[config.mk]
export PLATFORM = sky130hd
export DESIGN_NAME = cfp_ctrl
export DESIGN_NICKNAME = d
export VERILOG_FILES = /design/src/pkg/cfp_pkg.sv /design/src/core/cfp_gate_sel.sv /design/src/core/cfp_result.sv /design/src/core/cfp_ctrl.sv
export SDC_FILE = /design/constraint.sdc
export NUM_CORES = 2
export LEC_CHECK = 0
export ABC_CLOCK_PERIOD_IN_PS = 78500
export CAP_MARGIN = 20
export CORE_ASPECT_RATIO = 1.75
export CORE_MARGIN = 3
export CORE_UTILIZATION = 40
export DETAILED_ROUTE_END_ITERATION = 10
export DONT_BUFFER_PORTS = 1
export REMOVE_ABC_BUFFERS = 1
export SYNTH_ARGS = -nofsm -noshare
export SYNTH_HDL_FRONTEND = slang
export SYNTH_HIERARCHICAL = 1
export SYNTH_SLANG_ARGS = --single-unit
[constraint.sdc]
create_clock -name aclk -period 78.5 [get_ports aclk]
set_input_delay 7.85 -clock aclk [delete_from_list [all_inputs] [get_ports aclk]]
set_output_delay 7.85 -clock aclk [all_outputs]
set_load 0.005 [all_outputs]
[src/pkg/cfp_pkg.sv]
`default_nettype none
package cfp_pkg;
  // clock and times
  localparam int unsigned CLK_HZ = 200_000_000;
  localparam int unsigned HOLD_STEP_MS = 2000;
  localparam int unsigned HOLD_STEP_CYC = HOLD_STEP_MS * (CLK_HZ / 1000);
  // register byte offsets
  localparam logic [7:0] OFS_CTRL = 8'h00;
  localparam logic [7:0] OFS_KEY = 8'h04;
  localparam logic [7:0] OFS_ENTRY = 8'h08;
  localparam logic [7:0] OFS_SAMPLE = 8'h0c;
  localparam logic [7:0] OFS_SCALE = 8'h10;
  localparam logic [7:0] OFS_OFFSET = 8'h14;
  localparam logic [7:0] OFS_MEAS = 8'h18;
  localparam logic [7:0] OFS_DISP = 8'h1c;
  localparam logic [7:0] OFS_STATUS = 8'h20;
  // ctrl fields
  localparam int CTRL_FUNC_LSB = 0;
  localparam int CTRL_SF_LSB = 4;
  localparam int CTRL_SFEN_BIT = 12;
  localparam int CTRL_BAND_LSB = 16;
  // reset values, resolution limits and function codes
  localparam logic [3:0] RES_RST = 4'h9;
  localparam logic [31:0] SAMPLE_RST = 32'h0;
  localparam logic [31:0] SCALE_RST = 32'h1;
  localparam logic [3:0] RES_MIN = 4'h3;
  localparam logic [3:0] RES_MAX = 4'ha;
  localparam logic [3:0] RES_HWRATIO = 4'h7;
  localparam logic [7:0] SF_SMOOTH = 8'h21;
  localparam logic [7:0] SF_HWRATIO = 8'h91;
  localparam int SMOOTH_SHIFT = 3;
  // gate times in microseconds for inputs a and b, microwave base, and gate and overrange factors
  localparam logic [31:0] GATE_10D = 32'd20_000_000;
  localparam logic [31:0] GATE_9D = 32'd1_000_000;
  localparam logic [31:0] GATE_8D = 32'd100_000;
  localparam logic [31:0] GATE_7D = 32'd10_000;
  localparam logic [31:0] GATE_LOW = 32'd1_000;
  localparam logic [31:0] GATE_C_BASE = 32'd100_000;
  localparam logic [31:0] LOWMOD_FACTOR = 32'd10;
  localparam logic [31:0] OVR_LIMIT = 32'd110;
  // key commands
  typedef enum logic [3:0] {
    CFP_K_NONE = 4'h0, CFP_K_HOLD = 4'h1, CFP_K_RESET = 4'h2,
    CFP_K_MANUAL = 4'h3, CFP_K_STORE_MAN = 4'h4, CFP_K_LOWMOD = 4'h5,
    CFP_K_TRACK = 4'h6, CFP_K_SAMPLE = 4'h7, CFP_K_RCL_SAMPLE = 4'h8,
    CFP_K_SCALE = 4'h9, CFP_K_OFFSET = 4'ha, CFP_K_NULL = 4'hb,
    CFP_K_RES_UP = 4'hc, CFP_K_RES_DN = 4'hd, CFP_K_SIGN = 4'he,
    CFP_K_STORE_SCALE = 4'hf
  } cfp_key_e;
  typedef enum logic [2:0] {
    CFP_F_FIRST = 3'h0, CFP_F_SECOND = 3'h1, CFP_F_MICRO = 3'h2,
    CFP_F_R_CB = 3'h3, CFP_F_R_CA = 3'h4, CFP_F_R_BA = 3'h5
  } cfp_func_e;
endpackage : cfp_pkg
`default_nettype wire

[src/core/cfp_gate_sel.sv]
`default_nettype none
module cfp_gate_sel (
  // selection
  input wire logic [2:0] func,
  input wire logic [3:0] res,
  input wire logic [2:0] band,
  input wire logic low_mod,
  // result
  output logic [31:0] gate_us
);
  logic [31:0] base;
  logic [31:0] step;
  always_comb begin
    unique case (res)
      4'ha: base = cfp_pkg::GATE_10D;
      4'h9: base = cfp_pkg::GATE_9D;
      4'h8: base = cfp_pkg::GATE_8D;
      4'h7: base = cfp_pkg::GATE_7D;
      default: base = cfp_pkg::GATE_LOW;
    endcase
    // band 0 is 0.5-1 ghz, then twice the band number, 2,4,6,8,10,12,14 units for bands 1 to 7
    step = (band == 3'h0) ? 32'd1 : {28'h0, band, 1'b0};
    if (func == cfp_pkg::CFP_F_MICRO) begin
      gate_us = (res >= 4'h9) ? cfp_pkg::GATE_C_BASE * step : 32'd0;
      if (res == 4'h8) gate_us = 32'd10_000 * step;
      if (res == 4'h7) gate_us = 32'd1_000 * step;
      if (res <= 4'h6) gate_us = cfp_pkg::GATE_LOW;
      if (low_mod) gate_us = gate_us * cfp_pkg::LOWMOD_FACTOR;
    end else begin
      gate_us = base;
    end
  end
endmodule : cfp_gate_sel
`default_nettype wire

[src/core/cfp_result.sv]
`default_nettype none
module cfp_result (
  // clock and reset
  input wire logic aclk,
  input wire logic aresetn,
  // operands
  input wire logic [31:0] meas,
  input wire logic [31:0] scale,
  input wire logic [31:0] offset,
  input wire logic scale_en,
  input wire logic offset_en,
  input wire logic smooth_en,
  input wire logic meas_stb,
  // result
  output logic [31:0] disp
);
  logic [31:0] avg_r;
  logic [31:0] prod;
  always_ff @(posedge aclk) begin
    if (!aresetn) avg_r <= 32'h0;
    else if (meas_stb) begin
      if (smooth_en)
        avg_r <= avg_r + ((meas - avg_r) >>> cfp_pkg::SMOOTH_SHIFT);
      else avg_r <= meas;
    end
  end
  always_comb begin
    prod = scale_en ? 32'(avg_r * scale) : avg_r;
    disp = offset_en ? prod - offset : prod;
  end
endmodule : cfp_result
`default_nettype wire

[src/core/cfp_ctrl.sv]
`default_nettype none
// Overview of operation
// low modulation and sweep tracking are mutually exclusive; selecting one drops other
// switching off the active submode returns to plain automatic acquisition
// submodes only in microwave automatic acquisition; refused in manual
// new manual centre frequency applies at once when manual already active; the code ignores CFP_K_STORE_MAN
// low modulation lengthens gate periods
// software ratio takes denominator first, then numerator, then quotient
// code 91 enables real-time hardware b over a ratio
// hardware ratio limits display to seven digits plus overrange
// sample interval is zero after power-up
// keypad interval stored in sample register, used from next reading
// recall shows sample interval until reset key
// scaling multiplies result by scale factor and lights indicator
// shifted scaling key toggles scaling, keeps stored factor
// offset subtracts signed offset; sign toggles during entry
// displayed value can be copied into offset register
// code 21 shows running average
// resolution three to ten digits, stepped by keys
// results up to ten percent over full scale shown with leading 1; the code has no leading 1 display and OVR_LIMIT is unused
// ten digits on microwave input lights overflow when overrange digit lost
// nine to ten digits only after step-up held about two seconds
// hold mode measures once per reset press, gate indicator, hold toggles
// microwave gate from resolution and frequency band
// inputs a and b gate follows resolution table
// synchronous reset restores automatic, continuous, zero interval, no scaling
module cfp_ctrl #(
  parameter int unsigned HOLD_CYC = cfp_pkg::HOLD_STEP_CYC
) (
  // clock and reset
  input wire logic aclk,
  input wire logic aresetn,
  // axi4-lite write
  input wire logic [7:0] s_axi_awaddr,
  input wire logic s_axi_awvalid,
  output logic s_axi_awready,
  input wire logic [31:0] s_axi_wdata,
  input wire logic [3:0] s_axi_wstrb,
  input wire logic s_axi_wvalid,
  output logic s_axi_wready,
  output logic [1:0] s_axi_bresp,
  output logic s_axi_bvalid,
  input wire logic s_axi_bready,
  // axi4-lite read
  input wire logic [7:0] s_axi_araddr,
  input wire logic s_axi_arvalid,
  output logic s_axi_arready,
  output logic [31:0] s_axi_rdata,
  output logic [1:0] s_axi_rresp,
  output logic s_axi_rvalid,
  input wire logic s_axi_rready,
  // counting hardware
  input wire logic meas_done,
  output logic gate_start,
  output logic [31:0] gate_us,
  output logic [1:0] meas_chan,
  output logic hw_ratio,
  // indicators
  output logic gate_led,
  output logic scale_led,
  output logic offset_led,
  output logic lowmod_led,
  output logic track_led,
  output logic manual_led,
  output logic ovf_led
);
  typedef enum logic [1:0] {
    CFP_S_IDLE = 2'b00, CFP_S_GATE = 2'b01, CFP_S_WAIT = 2'b10, CFP_S_DEN = 2'b11
  } cfp_state_e;
  cfp_state_e st_r;
  logic [31:0] ctrl_r, entry_r, sample_r, scale_r, offset_r, meas_r, disp_r, den_r;
  logic [31:0] wait_r, hold_cnt_r, gate_w, res_disp;
  logic [3:0] res_r, res_eff;
  logic hold_r, manual_r, lowmod_r, track_r, scale_en_r, offset_en_r, recall_r;
  logic one_shot_r, meas_stb_r, key_stb, aw_ok_r, w_ok_r;
  logic [7:0] aw_r;
  logic [31:0] w_r;
  logic [3:0] key;
  logic [2:0] func;
  logic [7:0] sf;
  logic sf_en, is_micro, is_ratio, hwr, smooth;
  assign func = ctrl_r[cfp_pkg::CTRL_FUNC_LSB +: 3];
  assign sf = ctrl_r[cfp_pkg::CTRL_SF_LSB +: 8];
  assign sf_en = ctrl_r[cfp_pkg::CTRL_SFEN_BIT];
  assign is_micro = func == cfp_pkg::CFP_F_MICRO;
  assign is_ratio = func >= cfp_pkg::CFP_F_R_CB;
  assign hwr = sf_en && sf == cfp_pkg::SF_HWRATIO && func == cfp_pkg::CFP_F_R_BA;
  assign smooth = sf_en && sf == cfp_pkg::SF_SMOOTH;
  assign res_eff = hwr ? cfp_pkg::RES_HWRATIO : res_r;
  // write channel capture, either order; readies registered from the next state
  logic aw_ok_nxt, w_ok_nxt, bvalid_nxt;
  always_comb begin
    aw_ok_nxt = aw_ok_r || (s_axi_awvalid && s_axi_awready);
    w_ok_nxt = w_ok_r || (s_axi_wvalid && s_axi_wready);
    bvalid_nxt = s_axi_bvalid && !s_axi_bready;
    if (aw_ok_r && w_ok_r) begin
      aw_ok_nxt = 1'b0;
      w_ok_nxt = 1'b0;
      bvalid_nxt = 1'b1;
    end
  end
  always_ff @(posedge aclk) begin
    if (!aresetn) begin
      aw_ok_r <= 1'b0;
      w_ok_r <= 1'b0;
      aw_r <= 8'h0;
      w_r <= 32'h0;
      s_axi_bvalid <= 1'b0;
      s_axi_awready <= 1'b0;
      s_axi_wready <= 1'b0;
      s_axi_bresp <= 2'b00;
    end else begin
      if (s_axi_awvalid && s_axi_awready) aw_r <= s_axi_awaddr;
      if (s_axi_wvalid && s_axi_wready) w_r <= s_axi_wdata;
      aw_ok_r <= aw_ok_nxt;
      w_ok_r <= w_ok_nxt;
      s_axi_bvalid <= bvalid_nxt;
      s_axi_awready <= !aw_ok_nxt && !bvalid_nxt;
      s_axi_wready <= !w_ok_nxt && !bvalid_nxt;
    end
  end
  logic wr;
  assign wr = aw_ok_r && w_ok_r;
  assign key_stb = wr && aw_r == cfp_pkg::OFS_KEY;
  assign key = w_r[3:0];
  // key and register handling
  always_ff @(posedge aclk) begin
    if (!aresetn) begin
      ctrl_r <= 32'h0;
      entry_r <= 32'h0;
      sample_r <= cfp_pkg::SAMPLE_RST;
      scale_r <= cfp_pkg::SCALE_RST;
      offset_r <= 32'h0;
      res_r <= cfp_pkg::RES_RST;
      hold_r <= 1'b0;
      manual_r <= 1'b0;
      lowmod_r <= 1'b0;
      track_r <= 1'b0;
      scale_en_r <= 1'b0;
      offset_en_r <= 1'b0;
      recall_r <= 1'b0;
    end else begin
      if (wr && aw_r == cfp_pkg::OFS_CTRL) ctrl_r <= w_r;
      if (wr && aw_r == cfp_pkg::OFS_ENTRY) entry_r <= w_r;
      if (!is_micro || manual_r) begin
        lowmod_r <= 1'b0;
        track_r <= 1'b0;
      end
      if (key_stb) begin
        unique case (key)
          cfp_pkg::CFP_K_HOLD: hold_r <= !hold_r;
          cfp_pkg::CFP_K_RESET: recall_r <= 1'b0;
          cfp_pkg::CFP_K_MANUAL: begin
            manual_r <= !manual_r;
            lowmod_r <= 1'b0;
            track_r <= 1'b0;
          end
          cfp_pkg::CFP_K_STORE_MAN: ; // manual store is accepted but changes nothing
          cfp_pkg::CFP_K_LOWMOD: if (is_micro && !manual_r) begin
            lowmod_r <= !lowmod_r;
            track_r <= 1'b0;
          end
          cfp_pkg::CFP_K_TRACK: if (is_micro && !manual_r) begin
            track_r <= !track_r;
            lowmod_r <= 1'b0;
          end
          cfp_pkg::CFP_K_SAMPLE: sample_r <= entry_r;
          cfp_pkg::CFP_K_RCL_SAMPLE: recall_r <= 1'b1;
          cfp_pkg::CFP_K_SCALE: scale_en_r <= !scale_en_r;
          cfp_pkg::CFP_K_STORE_SCALE: scale_r <= entry_r;
          cfp_pkg::CFP_K_OFFSET: offset_en_r <= !offset_en_r;
          cfp_pkg::CFP_K_NULL: offset_r <= disp_r;
          cfp_pkg::CFP_K_SIGN: entry_r <= 32'(-entry_r);
          cfp_pkg::CFP_K_RES_DN: if (res_r > cfp_pkg::RES_MIN) res_r <= res_r - 4'h1;
          cfp_pkg::CFP_K_RES_UP: if (res_r < 4'h9) res_r <= res_r + 4'h1;
          default: ;
        endcase
      end
      if (wr && aw_r == cfp_pkg::OFS_OFFSET) offset_r <= w_r;
      if (res_r == 4'h9 && hold_cnt_r == HOLD_CYC) res_r <= cfp_pkg::RES_MAX;
    end
  end
  // step-up press length, bit 4 of the key word is the held level
  always_ff @(posedge aclk) begin
    if (!aresetn) hold_cnt_r <= 32'h0;
    else if (key_stb) hold_cnt_r <= (key == cfp_pkg::CFP_K_RES_UP && w_r[4]) ? 32'h1 : 32'h0;
    else if (hold_cnt_r != 32'h0 && hold_cnt_r <= HOLD_CYC) hold_cnt_r <= hold_cnt_r + 32'h1;
  end
  cfp_gate_sel u_gate (
    .func(func),
    .res(res_r),
    .band(ctrl_r[cfp_pkg::CTRL_BAND_LSB +: 3]),
    .low_mod(lowmod_r),
    .gate_us(gate_w)
  );
  // measurement sequencer
  always_ff @(posedge aclk) begin
    if (!aresetn) begin
      st_r <= CFP_S_IDLE;
      gate_start <= 1'b0;
      gate_led <= 1'b0;
      meas_chan <= 2'h0;
      wait_r <= 32'h0;
      one_shot_r <= 1'b0;
      meas_stb_r <= 1'b0;
      den_r <= 32'h0;
      meas_r <= 32'h0;
    end else begin
      gate_start <= 1'b0;
      meas_stb_r <= 1'b0;
      if (key_stb && key == cfp_pkg::CFP_K_RESET && hold_r) one_shot_r <= 1'b1;
      unique case (st_r)
        CFP_S_IDLE: if (!hold_r || one_shot_r) begin
          one_shot_r <= 1'b0;
          gate_start <= 1'b1;
          gate_led <= 1'b1;
          meas_chan <= (is_ratio && !hwr) ? 2'h1 : 2'h0;
          st_r <= (is_ratio && !hwr) ? CFP_S_DEN : CFP_S_GATE;
        end
        CFP_S_DEN: if (meas_done) begin
          den_r <= meas_r;
          gate_start <= 1'b1;
          meas_chan <= 2'h0;
          st_r <= CFP_S_GATE;
        end
        CFP_S_GATE: if (meas_done) begin
          gate_led <= 1'b0;
          meas_stb_r <= 1'b1;
          meas_r <= (is_ratio && !hwr && den_r != 32'h0) ? meas_r / den_r : meas_r;
          wait_r <= sample_r;
          st_r <= CFP_S_WAIT;
        end
        CFP_S_WAIT: if (wait_r == 32'h0) st_r <= CFP_S_IDLE;
          else wait_r <= wait_r - 32'h1;
      endcase
      if (wr && aw_r == cfp_pkg::OFS_MEAS) meas_r <= w_r;
    end
  end
  cfp_result u_res (
    .aclk(aclk),
    .aresetn(aresetn),
    .meas(meas_r),
    .scale(scale_r),
    .offset(offset_r),
    .scale_en(scale_en_r),
    .offset_en(offset_en_r),
    .smooth_en(smooth),
    .meas_stb(meas_stb_r),
    .disp(res_disp)
  );
  // display and indicators
  always_ff @(posedge aclk) begin
    if (!aresetn) begin
      disp_r <= 32'h0;
      ovf_led <= 1'b0;
      gate_us <= 32'h0;
      hw_ratio <= 1'b0;
      scale_led <= 1'b0;
      offset_led <= 1'b0;
      lowmod_led <= 1'b0;
      track_led <= 1'b0;
      manual_led <= 1'b0;
    end else begin
      disp_r <= recall_r ? sample_r : res_disp;
      // overflow lit at ten digits on microwave once the result reaches 100
      ovf_led <= is_micro && res_eff == cfp_pkg::RES_MAX
                 && res_disp >= 32'd100;
      gate_us <= gate_w;
      hw_ratio <= hwr;
      scale_led <= scale_en_r;
      offset_led <= offset_en_r;
      lowmod_led <= lowmod_r;
      track_led <= track_r;
      manual_led <= manual_r;
    end
  end
  // read channel
  always_ff @(posedge aclk) begin
    if (!aresetn) begin
      s_axi_rvalid <= 1'b0;
      s_axi_rdata <= 32'h0;
      s_axi_rresp <= 2'b00;
      s_axi_arready <= 1'b0;
    end else if (s_axi_arvalid && s_axi_arready) begin
      s_axi_rvalid <= 1'b1;
      s_axi_arready <= 1'b0;
      s_axi_rresp <= 2'b00;
      unique case (s_axi_araddr)
        cfp_pkg::OFS_CTRL: s_axi_rdata <= ctrl_r;
        cfp_pkg::OFS_ENTRY: s_axi_rdata <= entry_r;
        cfp_pkg::OFS_SAMPLE: s_axi_rdata <= sample_r;
        cfp_pkg::OFS_SCALE: s_axi_rdata <= scale_r;
        cfp_pkg::OFS_OFFSET: s_axi_rdata <= offset_r;
        cfp_pkg::OFS_MEAS: s_axi_rdata <= meas_r;
        cfp_pkg::OFS_DISP: s_axi_rdata <= disp_r;
        cfp_pkg::OFS_STATUS: s_axi_rdata <= {20'h0, res_eff, hold_r, manual_r, lowmod_r,
                                           track_r, scale_en_r, offset_en_r, recall_r, hwr};
        default: begin
          s_axi_rdata <= 32'h0;
          s_axi_rresp <= 2'b10;
        end
      endcase
    end else begin
      if (s_axi_rready) s_axi_rvalid <= 1'b0;
      s_axi_arready <= !s_axi_rvalid || s_axi_rready;
    end
  end
  // checks
  property p_excl;
    @(posedge aclk) disable iff (!aresetn) !(lowmod_r && track_r);
  endproperty
  a_excl: assert property (p_excl) else $error("both submodes active");
  property p_manual;
    @(posedge aclk) disable iff (!aresetn) manual_r |=> !lowmod_r && !track_r;
  endproperty
  a_manual: assert property (p_manual) else $error("submode in manual");
  property p_res;
    @(posedge aclk) disable iff (!aresetn) res_r >= 4'h3 && res_r <= 4'ha;
  endproperty
  a_res: assert property (p_res) else $error("resolution out of range");
  property p_hwr;
    @(posedge aclk) disable iff (!aresetn) hwr |-> res_eff == 4'h7;
  endproperty
  a_hwr: assert property (p_hwr) else $error("hw ratio digits");
  property p_scale;
    @(posedge aclk) disable iff (!aresetn)
      key_stb && key == cfp_pkg::CFP_K_SCALE |=> scale_en_r != $past(scale_en_r) && $stable(scale_r);
  endproperty
  a_scale: assert property (p_scale) else $error("scale toggle");
  property p_sample;
    @(posedge aclk) disable iff (!aresetn)
      key_stb && key == cfp_pkg::CFP_K_SAMPLE |=> sample_r == $past(entry_r);
  endproperty
  a_sample: assert property (p_sample) else $error("sample store");
  property p_null;
    @(posedge aclk) disable iff (!aresetn)
      key_stb && key == cfp_pkg::CFP_K_NULL |=> offset_r == $past(disp_r);
  endproperty
  a_null: assert property (p_null) else $error("null copy");
  property p_gate;
    @(posedge aclk) disable iff (!aresetn) st_r == CFP_S_WAIT |-> !gate_led;
  endproperty
  a_gate: assert property (p_gate) else $error("gate led in wait");
  property p_ten;
    @(posedge aclk) disable iff (!aresetn)
      res_r == 4'ha && $past(res_r) == 4'h9 |-> $past(hold_cnt_r) == HOLD_CYC;
  endproperty
  a_ten: assert property (p_ten) else $error("ten digits without long press");
endmodule : cfp_ctrl
`default_nettype wire

# Word-level counts from Yosys, hierarchy flattened
# Index checks and enable logic that the tools add are counted.
# word_totals
romBits	0
wordCells	270
mem_count	0
out_inout_bits	84
ff_bits	491
ramBits	0
latchBits	0
# op_classes
n_shift	0
div_mod_pow	1
bitwise	1
multipliers	5
eq_ne	47
mux	72
n_reduce_logical	84
n_addsub	8
order_cmp	7
# ops
cell	n
$mux W32	25
$pmux W32 S8	1
$pmux W25 S4	1
$pmux W32 S2	1
$reduce_bool A32 Y1	2
$sub A32 B32 Y32	2
$eq A4 B4 Y1 const B	12
$eq A8 B5 Y1 const B	6
$add A32 B1 Y32 const B	1
$add A32 B29 Y32	1
$div A32 B32 Y32	1
$eq A32 B29 Y1 const B	1
$ge A32 B7 Y1 const B	1
$le A32 B29 Y1 const B	1
$logic_not A32 Y1	1
$mul A10 B32 Y28 const A	1
$mul A12 B32 Y27 const A	1
$mul A32 B3 Y31 const B	1
$mul A32 B32 Y32	1
$mul A7 B32 Y29 const A	1
$neg A32 Y32	1
$sub A32 B1 Y32 const B	1
$reduce_bool A2 Y1	13
$logic_and A1 B1 Y1	25
other kinds (40)	123

# Longest topological paths before layout
# depth
ltp_word	11
depth_mapped	339
mapped_depth_nobuf	306

# Modules after synthesis
# Netlist, hierarchy kept.
# by_module_without_submodules
module	cells_per_inst	area_each_um2	instances
cfp_ctrl	6636	48283.8	1
cfp_result	2730	22341.4	1
cfp_gate_sel	405	3020.4	1

# Worst setup path after synthesis
# Ideal clock, no wire load.
# synth_timing
path_type	register -> register
from	register den_r[15]
to	register meas_r[0]
arrival_ns	70.127
period_less_slack_ns	70.241
setup_time_ns	0.115
slack_ns	8.259
stages_incl_launch_ff	308
path_cell_list	dfxtp_1 > or4_1 > or2_1 > buf_2 > nor3_2 > nand4_1 > inv_1 > a21oi_1 > ha_1 > o21a_1 > o211ai_1 > a2111oi_0 > o22ai_1 > ha_1 > a21o_1 > o21a_1 > or4_1 > nand3_1 > [272 not listed] > nor2_1 > clkbuf_1 > o21a_1 > a221oi_1 > ha_1 > a21oi_1 > nor2b_1 > o21ai_0 > nand2b_1 > a21oi_1 > nor2b_1 > o21ai_0 > nand2b_1 > a21oi_1 > o2111ai_1 > a2111oi_0 > a21oi_1 > o21a_1
# synth_between
elab_chain_cells	5
elab_cells_between_ends	9
cone_classes	1 x div; 4 x mux; 4 x reduce/logical
# synth_lines
element	line	text
start: declaration	cfp_ctrl.sv:71	logic [31:0] ctrl_r, entry_r, sample_r, scale_r, offset_r, meas_r, disp_r, den_r;
start signal: assignment	cfp_ctrl.sv:221	den_r <= meas_r;
$div A32 B32 Y32	cfp_ctrl.sv:229	meas_r <= (is_ratio && !hwr && den_r != 32'h0) ? meas_r / den_r : meas_r;
$mux W32	cfp_ctrl.sv:229	
$mux W32	cfp_ctrl.sv:226	CFP_S_GATE: if (meas_done) begin
$mux W32	cfp_ctrl.sv:212	unique case (st_r)
$mux W32	cfp_ctrl.sv:236	if (wr && aw_r == cfp_pkg::OFS_MEAS) meas_r <= w_r;
end signal: assignment	cfp_ctrl.sv:229	
end signal: assignment	cfp_ctrl.sv:236	
end: declaration	cfp_ctrl.sv:71	
# Several ways; a longest one is shown, not always the timed one. The select of a mux whose other input is x is not followed.
# A chain may end at the register's enable or synchronous reset.

# Final worst setup path
# layout_timing
from	register den_r[27]
to	register meas_r[0]
# Same word-level chain as after synthesis.

==> impl_results.md <==
- CTS HTree Levels: 2
- Die height: between 500 and 600 um
- Drt drc: 0
- EDFF count, synth: 0
- Worst reg-to-reg setup slack: around 4.4 ns
- Crit path required time: roughly 79 ns
- Routed Antenna Nets: 0
- Die footprint: ~190000 sq um
- Total gr overflow: 0
- Critical path launch point: den_r[27]$_SDFFE_PN0P_
- CTS buffer count: 50
- Fillers: about 18000
- Status: finished clean
- Io pins: 144
- Synth top area cells: ha_1 14%, dfxtp_1 13%, fa_1 11%, nand2_1 6.3%, a21oi_1 5.2%
- Critical-path maximum fanout: 18
- Mapped Area: 73600 sq um
- Hold Buf Count CTS: 0
- Unrepaired setup endpoints after global routing: false
- Die width: between 300 and 400 um
- Core box area: between 150000 and 200000 sq um
- First-pass GRT wire length: 448000 um
- Worst Tran Pin Value: roughly 1.1 ns
- Final Instance Area: approximately 88000 sq um
- Fmax: ~13 MHz
- Synthesized netlist cell count: between 9000 and 10000
- Worst R2R Path Depth: 311
- Rel. slew slack: between 20% and 30%
- Row Count: roughly 210
- Final GP Congestion: roughly 0.94
- Post-synth top area share: approximately 14%
- Critical path launch point type: register
- Initial antenna violation count: 5
- Pins Over Slew Limit: 0
- DP Area: 85600 sq um
- Worst reg2reg path endpoint: meas_r[0]$_SDFFE_PN0P_
- Post-synth ARST share: 0%
- Worst setup endpoint: meas_r[0]$_SDFFE_PN0P_
- Clock skew: approximately 0.040 ns
- Most Crowded Layer GR: met2
- Reg-to-reg startpoint: den_r[27]$_SDFFE_PN0P_
- Worst Hold Slack: between 0.4 and 0.5 ns
- Setup CP Type: reg2reg
- Max clock buf depth: 3
- Starting Density: a little over 40%
- Total wire length: about 290000 um
- Cell mode on critical path: buf_4
- Post-DR wirelength/cell: 22.3 um
- Sequential area share after synthesis: approximately an eighth
- Ys Warns: 6
- Port Buf Inserts: 0
- Mean Syn Cell Area: 7.54 sq um
- Max_cap viols: 0
- Sequential cell area: between 9000 and 10000 sq um
- Worst min path class: reg2reg
- Vias per cell: ~6
- Clock tree from TritonCTS: built
- Minimum clock period: around 74 ns
- Synth Flop Type: dfxtp_1
- Clk_lat worst skew: approximately 0.64 ns
- Vias in the first global route: 78600
- Tcrit/Tclk final: between 90% and 100%
- Setup_tns: 0 ns
- Share of cells above drive strength 1: ~16%
- Dominant cell type by area after synthesis: ha_1
- Clock sinks: around 490
- Slowest stage delay, CP: 0.70 ns
- Root Driver: clkbuf_16
- CTS clk-pin slew, worst paths: 0.06 ns
- Pre-antenna DRT Iters: 6
- Routing usage on met2: ~54%
- Layout area overhead: 18.9%
- Hold Fails Final Rpt: 0
- Final nets: 12000
- Netlist cell types: ~110
- Vias: a little under 80000
- Slowest CP cell: or4b_2
- Met3 Usage GRT: 3.05%
- M1 GR Usage: roughly 33%
- Worst setup EP type: register
- Largest net degree at the start of global routing: 104
- FF+latch count, synth: 489
- Footprint of the multi-input gates: 59500 sq um
- Post-DP HPWL: 234000 um
- Initial DRC count: slightly above 5000
- CP arrival: 74.64 ns
- Total GRT Usage: 30.1%
- Setup violators final: 0
-- state kept, by name, summed over array words and instances, names as in the netlist, 8 cells and up --
register     flops
ctrl_r          32
meas_r          32
gate_us         32
u_res/avg_r     32
den_r           32
disp_r          32
wait_r          32
entry_r         32
s_axi_rdata     32
scale_r         32
offset_r        32
hold_cnt_r      32
w_r             32
aw_r             8
sample_r        32
-- kinds of logic (layout without fill, tap and decap cells) --
family | count (synthesis) | count (layout) | share of synthesized area (%)
xor+xnor | 541 | 541 | 6.45
other cells | 2 | 19 | 0.0102
compound gates | 2586 | 2587 | 23.2
buf+inv | 1243 | 2247 | 6.47
fa+ha+maj | 1233 | 1233 | 25.2
mux | 230 | 230 | 3.26
simple gates | 3447 | 3447 | 22.1
flops | 489 | 489 | 13.3
-- metrics by stage --
step / util [%] / cells / setup slack (ns)
6_report: 48.0 / 13200 / 4.37
5_1_grt: 48.0 / 13200 / 0.122
4_1_cts: 47.9 / 13200 / 0.545
3_5_place_dp: 46.9 / 13100 / 0.969
3_3_place_gp: 46.9 / 13100 / 1.37
2_1_floorplan: - / 9301 / -0.386
-- critical path, delay by kind of cell, from the launching register on --
kind / cells / cell delay [ns]
flip-flops: 1 / 0.30
adder cells (fa/ha/maj): 31 / 9.33
AND/OR/NAND/NOR: 73 / 15.45
AO/OA/AOI/OAI: 151 / 37.17
multiplexers: 9 / 3.12
buffers and inverters: 46 / 8.37
XOR/XNOR: 1 / 0.10
-- routing by layer --
layer  vias to the layer above  routed length [um]
met5                         -                  21
met4                         4               23800
met3                       853               15500
met2                      2668              145000
met1                     37300              110000
li1                      36300                   -
-- final cells by class --
cell class	count	share of cell area, %
Multi-Input combinational cell	8055	68.0
Timing Repair Buffer	1400	12.1
Sequential cell	489	11.2
Tap cell	2403	3.43
Inverter	758	3.26
Clock buffer	65	1.60
Clock inverter	24	0.403
Antenna cell	2	0.00572
-- Yosys cell counts (23+ instances only) --
master	count
a211o_1	26
a211oi_1	131
a21boi_0	28
a21o_1	215
a21oi_1	769
a221oi_1	39
a222oi_1	23
a22o_1	51
a22oi_1	87
a31oi_1	80
and2_1	363
and3_1	74
buf_1	27
clkbuf_1	419
dfxtp_1	489
fa_1	421
ha_1	812
inv_1	755
mux2_2	81
mux2i_1	149
nand2_1	1243
nand2b_1	82
nand3_1	201
nand4_1	78
nor2_1	799
nor2b_1	62
nor3_1	223
nor4_1	67
o211ai_1	87
o21a_1	165
o21ai_0	403
o21bai_1	61
o22ai_1	49
o31ai_1	55
or2_2	41
or3_1	89
xnor2_1	325
xor2_1	215
-- repair_timing --
item | 4_1_cts | 5_1_grt
endpoints found under the setup margin | 0 | 2
setup buffers | 0 | 2
gates resized for setup | 0 | 50
-- layout by cell type, fill, tap and decap left out, types with 87 or more instances in the layout --
cell type  count
nand3_1      200
o21ai_0      391
a21oi_1      761
a21o_1       215
nor3_1       219
nand2_1     1242
ha_1         811
dfxtp_1      485
o21a_1       165
or3_1         88
a211oi_1     130
o211ai_1      87
xnor2_1      325
a22oi_1       87
inv_1        752
nor2_1       793
xor2_1       215
mux2i_1      148
fa_1         421
and2_1       363
buf_4       1390
-- worst min-delay path by stage --
| stage | startpoint | to | slack [ns] | depth (start not counted) |
|---|---|---|---|---|
| CTS | ctrl_r[15]$_SDFFE_PN0P_ | ctrl_r[15]$_SDFFE_PN0P_ | 0.46 | 2 |
| floorplan | wait_r[10]$_SDFFE_PN0P_ | wait_r[10]$_SDFFE_PN0P_ | 0.44 | 2 |
| finish | ctrl_r[20]$_SDFFE_PN0P_ | ctrl_r[20]$_SDFFE_PN0P_ | 0.46 | 2 |
| global route | ctrl_r[14]$_SDFFE_PN0P_ | ctrl_r[14]$_SDFFE_PN0P_ | 0.48 | 2 |
| global placement | ctrl_r[19]$_SDFFE_PN0P_ | ctrl_r[19]$_SDFFE_PN0P_ | 0.44 | 2 |
| detailed placement | ctrl_r[15]$_SDFFE_PN0P_ | ctrl_r[15]$_SDFFE_PN0P_ | 0.45 | 2 |
Power is left out: the tool's default activity adds up to more than one toggle a clock period on the data nets, which glitch-free logic cannot reach.
